===== src/include/ppc_map.vh =====
`ifndef PPC_MAP_VH
`define PPC_MAP_VH
// Register byte offsets
`define PPC_CMD_OFF       12'h000
`define PPC_STATUS_OFF    12'h004
`define PPC_START_OFF     12'h008
`define PPC_CURRENT_OFF   12'h00C
`define PPC_TERM_ADDR_OFF 12'h010
`define PPC_TERM_CHAR_OFF 12'h014
`define PPC_INT_CTRL_OFF  12'h018
// Character buffer window: 256 words from here
`define PPC_BUF_BASE      12'h400
// Command register fields
`define PPC_CMD_AUX_SECOND 0
`define PPC_CMD_AUX_FIRST  1
`define PPC_CMD_PRINT      8
`define PPC_CMD_ALT_PRINT  9
`define PPC_CMD_AUX        10
`define PPC_CMD_CLEAR      11
// Status byte fields
`define PPC_ST_NOT_READY   1
`define PPC_ST_ACK_IN      2
`define PPC_ST_BUSY_IN     3
`define PPC_ST_AUX_FIRST   4
`define PPC_ST_AUX_SECOND  5
`define PPC_ST_SELECTED    6
`define PPC_ST_NOT_BUSY    7
// Terminating address field: high means stop on address
`define PPC_TERM_ADDR_MODE 15
// Interrupt control fields
`define PPC_INT_MASK       0
`define PPC_INT_MASTER     1
// Control characters
`define PPC_CHAR_DC1       8'h11
`define PPC_CHAR_DC3       8'h13
// Reset values
`define PPC_START_RST      16'h0000
`define PPC_TERM_ADDR_RST  16'h8000
`define PPC_TERM_CHAR_RST  8'h00
// Strobe timing
`define PPC_STROBE_NS      1000
`define PPC_CLK_MHZ        40
`endif


===== src/verilog/ppc_char_mem.v =====
`timescale 1ns/100ps
module ppc_char_mem
(
  input  wire       clk,
  input  wire       wrEn,
  input  wire [7:0] wrAddr,
  input  wire [7:0] wrData,
  input  wire [7:0] rdAddr,
  output reg  [7:0] rdData
);
  reg [7:0] mem [0:255];

  always @(posedge clk)
  begin
    if (wrEn)
    begin
      mem[wrAddr] <= wrData;
    end
    rdData <= mem[rdAddr];
  end
endmodule // ppc_char_mem


===== src/verilog/ppc_printer_port.v =====
// Functional notes
// - Interrupt when mask, master enable, not-busy
// - No interrupt while not-busy is low
// - Mid-line de-select character clears selected flag
// - After de-select, stay busy and stalled
// - New print start aborts, reloads current address
// - Select character first to de-selected printer selects
// - Aux command bit 1 drives first line
// - Aux command bit 0 drives second line
// - First line loops back inverted onto acknowledge
// - Second line loops back inverted onto busy
// - Alternate print start equals primary print start
`timescale 1ns/100ps
`include "ppc_map.vh"
module ppc_printer_port
(
  input  wire        clk,
  input  wire        rst,
  input  wire        wb_cyc_i,
  input  wire        wb_stb_i,
  input  wire        wb_we_i,
  input  wire [11:0] wb_adr_i,
  input  wire [3:0]  wb_sel_i,
  input  wire [31:0] wb_dat_i,
  output reg  [31:0] wb_dat_o,
  output reg         wb_ack_o,
  output wire [7:0]  prnData,
  output wire        prnStrobe,
  input  wire        hwAcknowledgeIn,
  input  wire        prnBusyIn,
  input  wire        prnNotReadyIn,
  input  wire        prnSelectIn,
  output reg         auxOutFirst,
  output reg         auxOutSecond,
  output wire        irq
);
  localparam [2:0] ST_IDLE   = 3'd0;
  localparam [2:0] ST_READ   = 3'd1;
  localparam [2:0] ST_CHECK  = 3'd2;
  localparam [2:0] ST_STROBE = 3'd3;
  localparam [2:0] ST_WAIT   = 3'd4;
  localparam [2:0] ST_STALL  = 3'd5;

  reg  [2:0]  state_reg;
  reg  [15:0] startAddr_reg;
  reg  [15:0] currentAddr_reg;
  reg  [15:0] termAddr_reg;
  reg  [7:0]  termChar_reg;
  reg  [1:0]  intCtrl_reg;
  reg         selected_reg;
  reg         dc3Sent_reg;
  reg         selPrev_reg;
  reg  [7:0]  data_reg;
  reg         strobeStart;
  wire        strobeDone;
  wire [7:0]  memData;
  wire        notBusy;
  wire [7:0]  statusByte;
  wire        wbReq;
  wire        wbWr;
  wire        cmdWr;
  wire        startCmd;
  wire        clearCmd;
  wire        bufWr;

  ////////////////////////////////////////////////////////////////////
  // Bus decode
  assign wbReq = wb_cyc_i & wb_stb_i & ~wb_ack_o;
  assign wbWr  = wbReq & wb_we_i;
  assign cmdWr = wbWr & (wb_adr_i == `PPC_CMD_OFF) & wb_sel_i[1];
  assign startCmd = cmdWr & (wb_dat_i[`PPC_CMD_PRINT]
                    | wb_dat_i[`PPC_CMD_ALT_PRINT]);
  assign clearCmd = cmdWr & wb_dat_i[`PPC_CMD_CLEAR];
  assign bufWr = wbWr & wb_sel_i[0] & (wb_adr_i[11:10] == 2'b01);

  assign notBusy = (state_reg == ST_IDLE);
  // Loopback plug shows up only through these input bits
  assign statusByte = {notBusy, selected_reg, auxOutSecond, auxOutFirst,
                       prnBusyIn, hwAcknowledgeIn,
                       prnNotReadyIn, 1'b0};

  assign irq = intCtrl_reg[`PPC_INT_MASK] & intCtrl_reg[`PPC_INT_MASTER]
               & notBusy;

  ////////////////////////////////////////////////////////////////////
  // Register file
  always @(posedge clk)
  begin
    if (rst)
    begin
      wb_ack_o      <= 1'b0;
      wb_dat_o      <= 32'h0000_0000;
      startAddr_reg <= `PPC_START_RST;
      termAddr_reg  <= `PPC_TERM_ADDR_RST;
      termChar_reg  <= `PPC_TERM_CHAR_RST;
      intCtrl_reg   <= 2'b00;
      auxOutFirst   <= 1'b0;
      auxOutSecond  <= 1'b0;
    end
    else
    begin
      wb_ack_o <= wbReq;
      if (wbReq & ~wb_we_i)
      begin
        case (wb_adr_i)
          `PPC_STATUS_OFF:    wb_dat_o <= {24'h000000, statusByte};
          `PPC_START_OFF:     wb_dat_o <= {16'h0000, startAddr_reg};
          `PPC_CURRENT_OFF:   wb_dat_o <= {16'h0000, currentAddr_reg};
          `PPC_TERM_ADDR_OFF: wb_dat_o <= {16'h0000, termAddr_reg};
          `PPC_TERM_CHAR_OFF: wb_dat_o <= {24'h000000, termChar_reg};
          `PPC_INT_CTRL_OFF:  wb_dat_o <= {30'h0, intCtrl_reg};
          default:            wb_dat_o <= 32'h0000_0000;
        endcase
      end
      if (wbWr)
      begin
        case (wb_adr_i)
          `PPC_CMD_OFF:
          begin
            if (wb_sel_i[1] & wb_dat_i[`PPC_CMD_AUX])
            begin
              auxOutFirst  <= wb_dat_i[`PPC_CMD_AUX_FIRST];
              auxOutSecond <= wb_dat_i[`PPC_CMD_AUX_SECOND];
            end
          end
          `PPC_START_OFF:
          begin
            if (wb_sel_i[0])
              startAddr_reg[7:0] <= wb_dat_i[7:0];
            if (wb_sel_i[1])
              startAddr_reg[15:8] <= wb_dat_i[15:8];
          end
          `PPC_TERM_ADDR_OFF:
          begin
            if (wb_sel_i[0])
              termAddr_reg[7:0] <= wb_dat_i[7:0];
            if (wb_sel_i[1])
              termAddr_reg[15:8] <= wb_dat_i[15:8];
          end
          `PPC_TERM_CHAR_OFF:
          begin
            if (wb_sel_i[0])
              termChar_reg <= wb_dat_i[7:0];
          end
          `PPC_INT_CTRL_OFF:
          begin
            if (wb_sel_i[0])
              intCtrl_reg <= wb_dat_i[1:0];
          end
          default:
          begin
          end
        endcase
      end
    end
  end

  ////////////////////////////////////////////////////////////////////
  // Character streamer
  always @(posedge clk)
  begin
    if (rst)
    begin
      state_reg       <= ST_IDLE;
      currentAddr_reg <= `PPC_START_RST;
      selected_reg    <= 1'b1;
      dc3Sent_reg     <= 1'b0;
      selPrev_reg     <= 1'b0;
      data_reg        <= 8'h00;
      strobeStart     <= 1'b0;
    end
    else
    begin
      strobeStart <= 1'b0;
      selPrev_reg <= prnSelectIn;
      // De-select after DC3 wins over a pushbutton select in the same cycle
      if (prnSelectIn & ~selPrev_reg)
        selected_reg <= 1'b1;
      if (clearCmd)
      begin
        state_reg   <= ST_IDLE;
        dc3Sent_reg <= 1'b0;
      end
      else if (startCmd)
      begin
        currentAddr_reg <= startAddr_reg;
        dc3Sent_reg     <= 1'b0;
        state_reg       <= ST_READ;
      end
      else
      begin
        case (state_reg)
          ST_IDLE:
          begin
          end
          ST_READ:
          begin
            if (termAddr_reg[`PPC_TERM_ADDR_MODE] &
                (currentAddr_reg[14:0] == termAddr_reg[14:0]))
              state_reg <= ST_IDLE;
            else
              state_reg <= ST_CHECK;
          end
          ST_CHECK:
          begin
            if (~termAddr_reg[`PPC_TERM_ADDR_MODE] &
                (memData == termChar_reg))
              state_reg <= ST_IDLE;
            else if (~selected_reg & (memData != `PPC_CHAR_DC1))
              state_reg <= ST_STALL;
            else if (~prnBusyIn)
            begin
              data_reg    <= memData;
              strobeStart <= 1'b1;
              state_reg   <= ST_STROBE;
              if (memData == `PPC_CHAR_DC1)
                selected_reg <= 1'b1;
              dc3Sent_reg <= (memData == `PPC_CHAR_DC3);
            end
          end
          ST_STROBE:
          begin
            if (strobeDone)
              state_reg <= ST_WAIT;
          end
          ST_WAIT:
          begin
            // Next character held off until acknowledged
            if (hwAcknowledgeIn)
            begin
              currentAddr_reg <= currentAddr_reg + 16'h0001;
              if (dc3Sent_reg)
              begin
                selected_reg <= 1'b0;
                state_reg    <= ST_STALL;
              end
              else
                state_reg <= ST_READ;
            end
          end
          ST_STALL:
          begin
            // Left only by a new start or a device clear
            state_reg <= ST_STALL;
          end
          default:
          begin
            state_reg <= ST_IDLE;
          end
        endcase
      end
    end
  end

  assign prnData = data_reg;

  ////////////////////////////////////////////////////////////////////
  // Buffer and strobe
  ppc_char_mem u_mem
  (
    .clk    (clk),
    .wrEn   (bufWr),
    .wrAddr (wb_adr_i[9:2]),
    .wrData (wb_dat_i[7:0]),
    .rdAddr (currentAddr_reg[7:0]),
    .rdData (memData)
  );

  ppc_strobe_gen u_strobe
  (
    .clk    (clk),
    .rst    (rst),
    .start  (strobeStart),
    .strobe (prnStrobe),
    .done   (strobeDone)
  );
endmodule // ppc_printer_port


===== src/verilog/ppc_strobe_gen.v =====
`timescale 1ns/100ps
`include "ppc_map.vh"
module ppc_strobe_gen
(
  input  wire clk,
  input  wire rst,
  input  wire start,
  output reg  strobe,
  output reg  done
);
  // Least time, rounded up to whole cycles
  localparam integer STROBE_CYC =
    (`PPC_STROBE_NS * `PPC_CLK_MHZ + 999) / 1000;
  localparam [7:0] LAST = STROBE_CYC[7:0] - 8'h01;

  reg [7:0] count_reg;

  always @(posedge clk)
  begin
    if (rst)
    begin
      strobe    <= 1'b0;
      done      <= 1'b0;
      count_reg <= 8'h00;
    end
    else
    begin
      done <= 1'b0;
      if (start)
      begin
        strobe    <= 1'b1;
        count_reg <= 8'h00;
      end
      else if (strobe)
      begin
        if (count_reg == LAST)
        begin
          strobe <= 1'b0;
          done   <= 1'b1;
        end
        else
        begin
          count_reg <= count_reg + 8'h01;
        end
      end
    end
  end
endmodule // ppc_strobe_gen

===== config.mk =====
export PLATFORM = sky130hd
export DESIGN_NAME = ppc_printer_port
export DESIGN_NICKNAME = d
export VERILOG_FILES = /design/src/verilog/ppc_char_mem.v /design/src/verilog/ppc_printer_port.v /design/src/verilog/ppc_strobe_gen.v
export VERILOG_INCLUDE_DIRS = /design/src /design/src/include
export SDC_FILE = /design/constraint.sdc
export NUM_CORES = 2
export LEC_CHECK = 0
export BUFFER_PORTS_ARGS = -buffer_cell sky130_fd_sc_hd__buf_2
export CELL_PAD_IN_SITES_DETAIL_PLACEMENT = 0
export CELL_PAD_IN_SITES_GLOBAL_PLACEMENT = 1
export CORE_ASPECT_RATIO = 0.8
export CORE_MARGIN = 1.5
export CORE_UTILIZATION = 31
export DETAILED_ROUTE_END_ITERATION = 16
export MAX_ROUTING_LAYER = met4
export PLACE_DENSITY = 0.53
export SLEW_MARGIN = 20
export SYNTH_ARGS = -nofsm -noshare
export SYNTH_HDL_FRONTEND = slang
export SYNTH_SLANG_ARGS = --single-unit

===== constraint.sdc =====
create_clock -name clk -period 5.6 [get_ports clk]
set_clock_uncertainty 0.15 [all_clocks]
set_input_delay 0.28 -clock clk [delete_from_list [all_inputs] [get_ports clk]]
set_output_delay 0.28 -clock clk [all_outputs]
set_load 0.01 [all_outputs]

==> results.sh <==
export IMPL_drtPass1Iterations=7
export IMPL_critPathCaptureType="register"
export IMPL_fin_crit_sh_pct=80.3
export IMPL_place_gp_congestion=0.808
export IMPL_avgViaCountPerCell=5.33
export IMPL_dp_cells=7971
export IMPL_crit_arrival_ns=5.16
export IMPL_synth_top_family_by_area="multiplexers"
export IMPL_min_path_type="primary input to register"
export IMPL_synthMuxAreaShare_pct=14.8
export IMPL_max_cap_violations=0
export IMPL_synth_most_common_cell="edfxtp_1"
export IMPL_hold_viol=1
export IMPL_grt_usage_pct=19.7
export IMPL_syn2layout_area_growth_pct=14.2
export IMPL_synth_simple_area_share_pct=3.69
export IMPL_drt_iter0_markers=5243
export IMPL_post_drt_wl_per_cell_microns=32.2
export IMPL_dieHeight_microns=471
export IMPL_worst_pin_slew_ns=1.20
export IMPL_synth_compound_area_share_pct=4.11
export IMPL_antenna_found_initial=23
export IMPL_synthDominantAreaCellType="edfxtp_1"
export IMPL_power_leakage_nw=28.6
export IMPL_status="complete, but fails checks"
export IMPL_grt_start_max_net_pins=167
export IMPL_clk_latency_ns=0.86
export IMPL_cp_start_kind="register"
export IMPL_grt_pass1_wl_mm=372
export IMPL_antenna_left=0
export IMPL_finalWirelength_mm=269
export IMPL_holdBufCountCts=30
export IMPL_root_buffer="clkbuf_16"
export IMPL_clk_path_buf_depth=4
export IMPL_route_detailed_drc=0
export IMPL_h_tree_depth=4
export IMPL_setup_tns_ns=0
export IMPL_fin_cells=8380
export IMPL_regMostFlops="u_mem.mem"
export IMPL_powerDensity_mw_per_mm2=333
export IMPL_worstPathRequired_ns=6.27
export IMPL_final_util_pct=35.6
export IMPL_synthAdderAreaFrac_pct=0.0295
export IMPL_synthFlopType="edfxtp_1"
export IMPL_synth_edf_count=2048
export IMPL_fin_nets=4642
export IMPL_vdd_drop_max_mv=0.212
export IMPL_boundaryPins=102
export IMPL_setup_viol=0
export IMPL_synthTopCellsByArea="edfxtp_1 73%, mux4_2 12%, mux2i_1 2.9%"
export IMPL_fill_cells=25406
export IMPL_rsz0062_at_grt="no"
export IMPL_dp_hpwl_mm=163
export IMPL_cts_sinks=2158
export IMPL_grt_pass1_vias=44270
export IMPL_period_minus_slack_ns=4.50
export IMPL_numCtsBuffers=213
export IMPL_async_flop_share_pct=0
export IMPL_die_area_sq_mm=0.277
export IMPL_cts_setup_buffers=0
export IMPL_slew_headroom_pct=20.2
export IMPL_dr_total_vias=44643
export IMPL_path_clk_slew_ns=0.07
export IMPL_finalMaxSlewViolations=0
export IMPL_violations="negative hold slack"
export IMPL_synth_avg_cell_area_sq_um=19.4
export IMPL_netlist_instances=4378
export IMPL_crit_fanout=26
export IMPL_die_w_microns=588
export IMPL_coreArea_sq_mm=0.272
export IMPL_post_cts_resized=0
export IMPL_synth_top_area_share_pct=72.5
export IMPL_hold_ws_ns=-0.0126
export IMPL_io_buffer_count=67
export IMPL_fmax_ghz=0.222
export IMPL_ys_types=83
export IMPL_drive_above_1_share_pct=21.6
export IMPL_cts_tree="built"
export IMPL_ff2ff_setup_slack_ns=1.10
export IMPL_criticalPathCategory="register to register"
export IMPL_netlist_top_cells_count="2048 x edfxtp_1, 445 x mux4_2, 397 x nor2_1"
export IMPL_largest_reg_flops=2048
export IMPL_synth_seq_area_share_pct=75.1
export IMPL_ys_ff_latch=2158
export IMPL_row_count=171
export IMPL_overflow=0
export IMPL_yosys_warnings=0
export IMPL_initial_core_util_pct=31.2
export IMPL_synthXorXnorAreaFrac_pct=0.300
export IMPL_synth_area_sq_mm=0.0848
[power breakdown]
part | switching, mW | internal (mW) | leakage [nW]
clock | 6.20 | 7.94 | 3.24
sequential | 0.00340 | 17.6 | 19.3
combinational | 0.415 | 0.0597 | 6.11
[placed cells by master, fill, tap and decap left out, types with 7 or more instances in the layout]
cell type	count
buf_12	23
o22ai_1	18
a31oi_1	24
buf_2	59
clkinv_1	56
o211ai_1	11
clkbuf_1	42
mux4_2	445
a221oi_1	38
nand3_1	40
mux2i_1	242
xor2_1	13
mux2_2	7
bufinv_16	20
clkbuf_16	215
o221ai_1	9
dfxtp_1	103
inv_1	8
nand4_1	9
nor3_1	20
a311oi_1	7
nor4_1	12
clkinv_2	37
nand2_1	142
o21ai_0	51
a22o_1	19
a211oi_1	34
buf_4	136
xnor2_1	16
nand2b_1	12
edfxtp_1	2048
a22oi_1	106
dlygate4sd3_1	30
nor2b_1	14
a222oi_1	14
o21bai_1	8
a21oi_1	80
conb_1	16
nor2_1	391
[cell families after synthesis]
| logic type | Yosys count |
|---|---|
| XOR/XNOR | 29 |
| flip-flops | 2158 |
| adder cells (fa/ha/maj) | 2 |
| AND/OR/NAND/NOR | 717 |
| other | 1 |
| multiplexers | 694 |
| AO/OA/AOI/OAI | 485 |
| buffers and inverters | 292 |
[stage by stage]
step | hold WS [ns] | power [mW] | setup slack, ns | instance area, sq um
after floorplan | 0.209 | 18.1 | 2.63 | 84900
after global placement | 0.297 | 18.4 | 1.28 | 89900
after detailed placement | 0.297 | 18.5 | 1.20 | 89900
after CTS | 0.00540 | 32.5 | 1.19 | 96800
after global routing | 0.0279 | 33.1 | 0.994 | 96800
final | -0.0126 | 32.3 | 1.10 | 96800
[critical path, cell delays in order (launching register included)]
cell and delay (ns):
dfxtp_4 0.85, buf_4 0.37, buf_12 0.24, buf_4 0.26, mux2i_1 0.10, a221oi_1 0.69
a31oi_1 0.16, nor2_1 0.28, nor2_1 0.07, a211oi_1 0.95, or4_1 0.23
[final timing paths]
kind	startpoint	endpoint	cells after the start
max	currentAddr_reg[0]	u_mem.rdData[1]	10
min	wb_dat_i[4]	u_mem.mem[46][4]	1
max reg2reg	currentAddr_reg[0]	u_mem.rdData[1]	10
min reg2reg	strobeStart	u_strobe.strobe	2
[area by class of cell]
type	count	area [sq um]	share of cell area, %
repair buffers	256	2190	2.27
clock inverters	118	1060	1.10
multi-input cells	1943	19700	20.3
flip-flops and latches	2158	63700	65.8
diodes	2	5.00	0.00517
inverters	11	42.5	0.0439
clock buffers	259	5570	5.75
well taps	3633	4550	4.69
[per-layer routing]
metal | vias up | wire length, microns | global-route usage, %
met3 | 273 | 18400 | 3.14
met1 | 24420 | 127000 | 29.5
met2 | 1607 | 119000 | 28.6
met4 | 0 | 4450 | 3.34
li1 | 18343 | - | -
met5 | - | 0 | -
No activity file was read; power rests on OpenSTA's default activity.
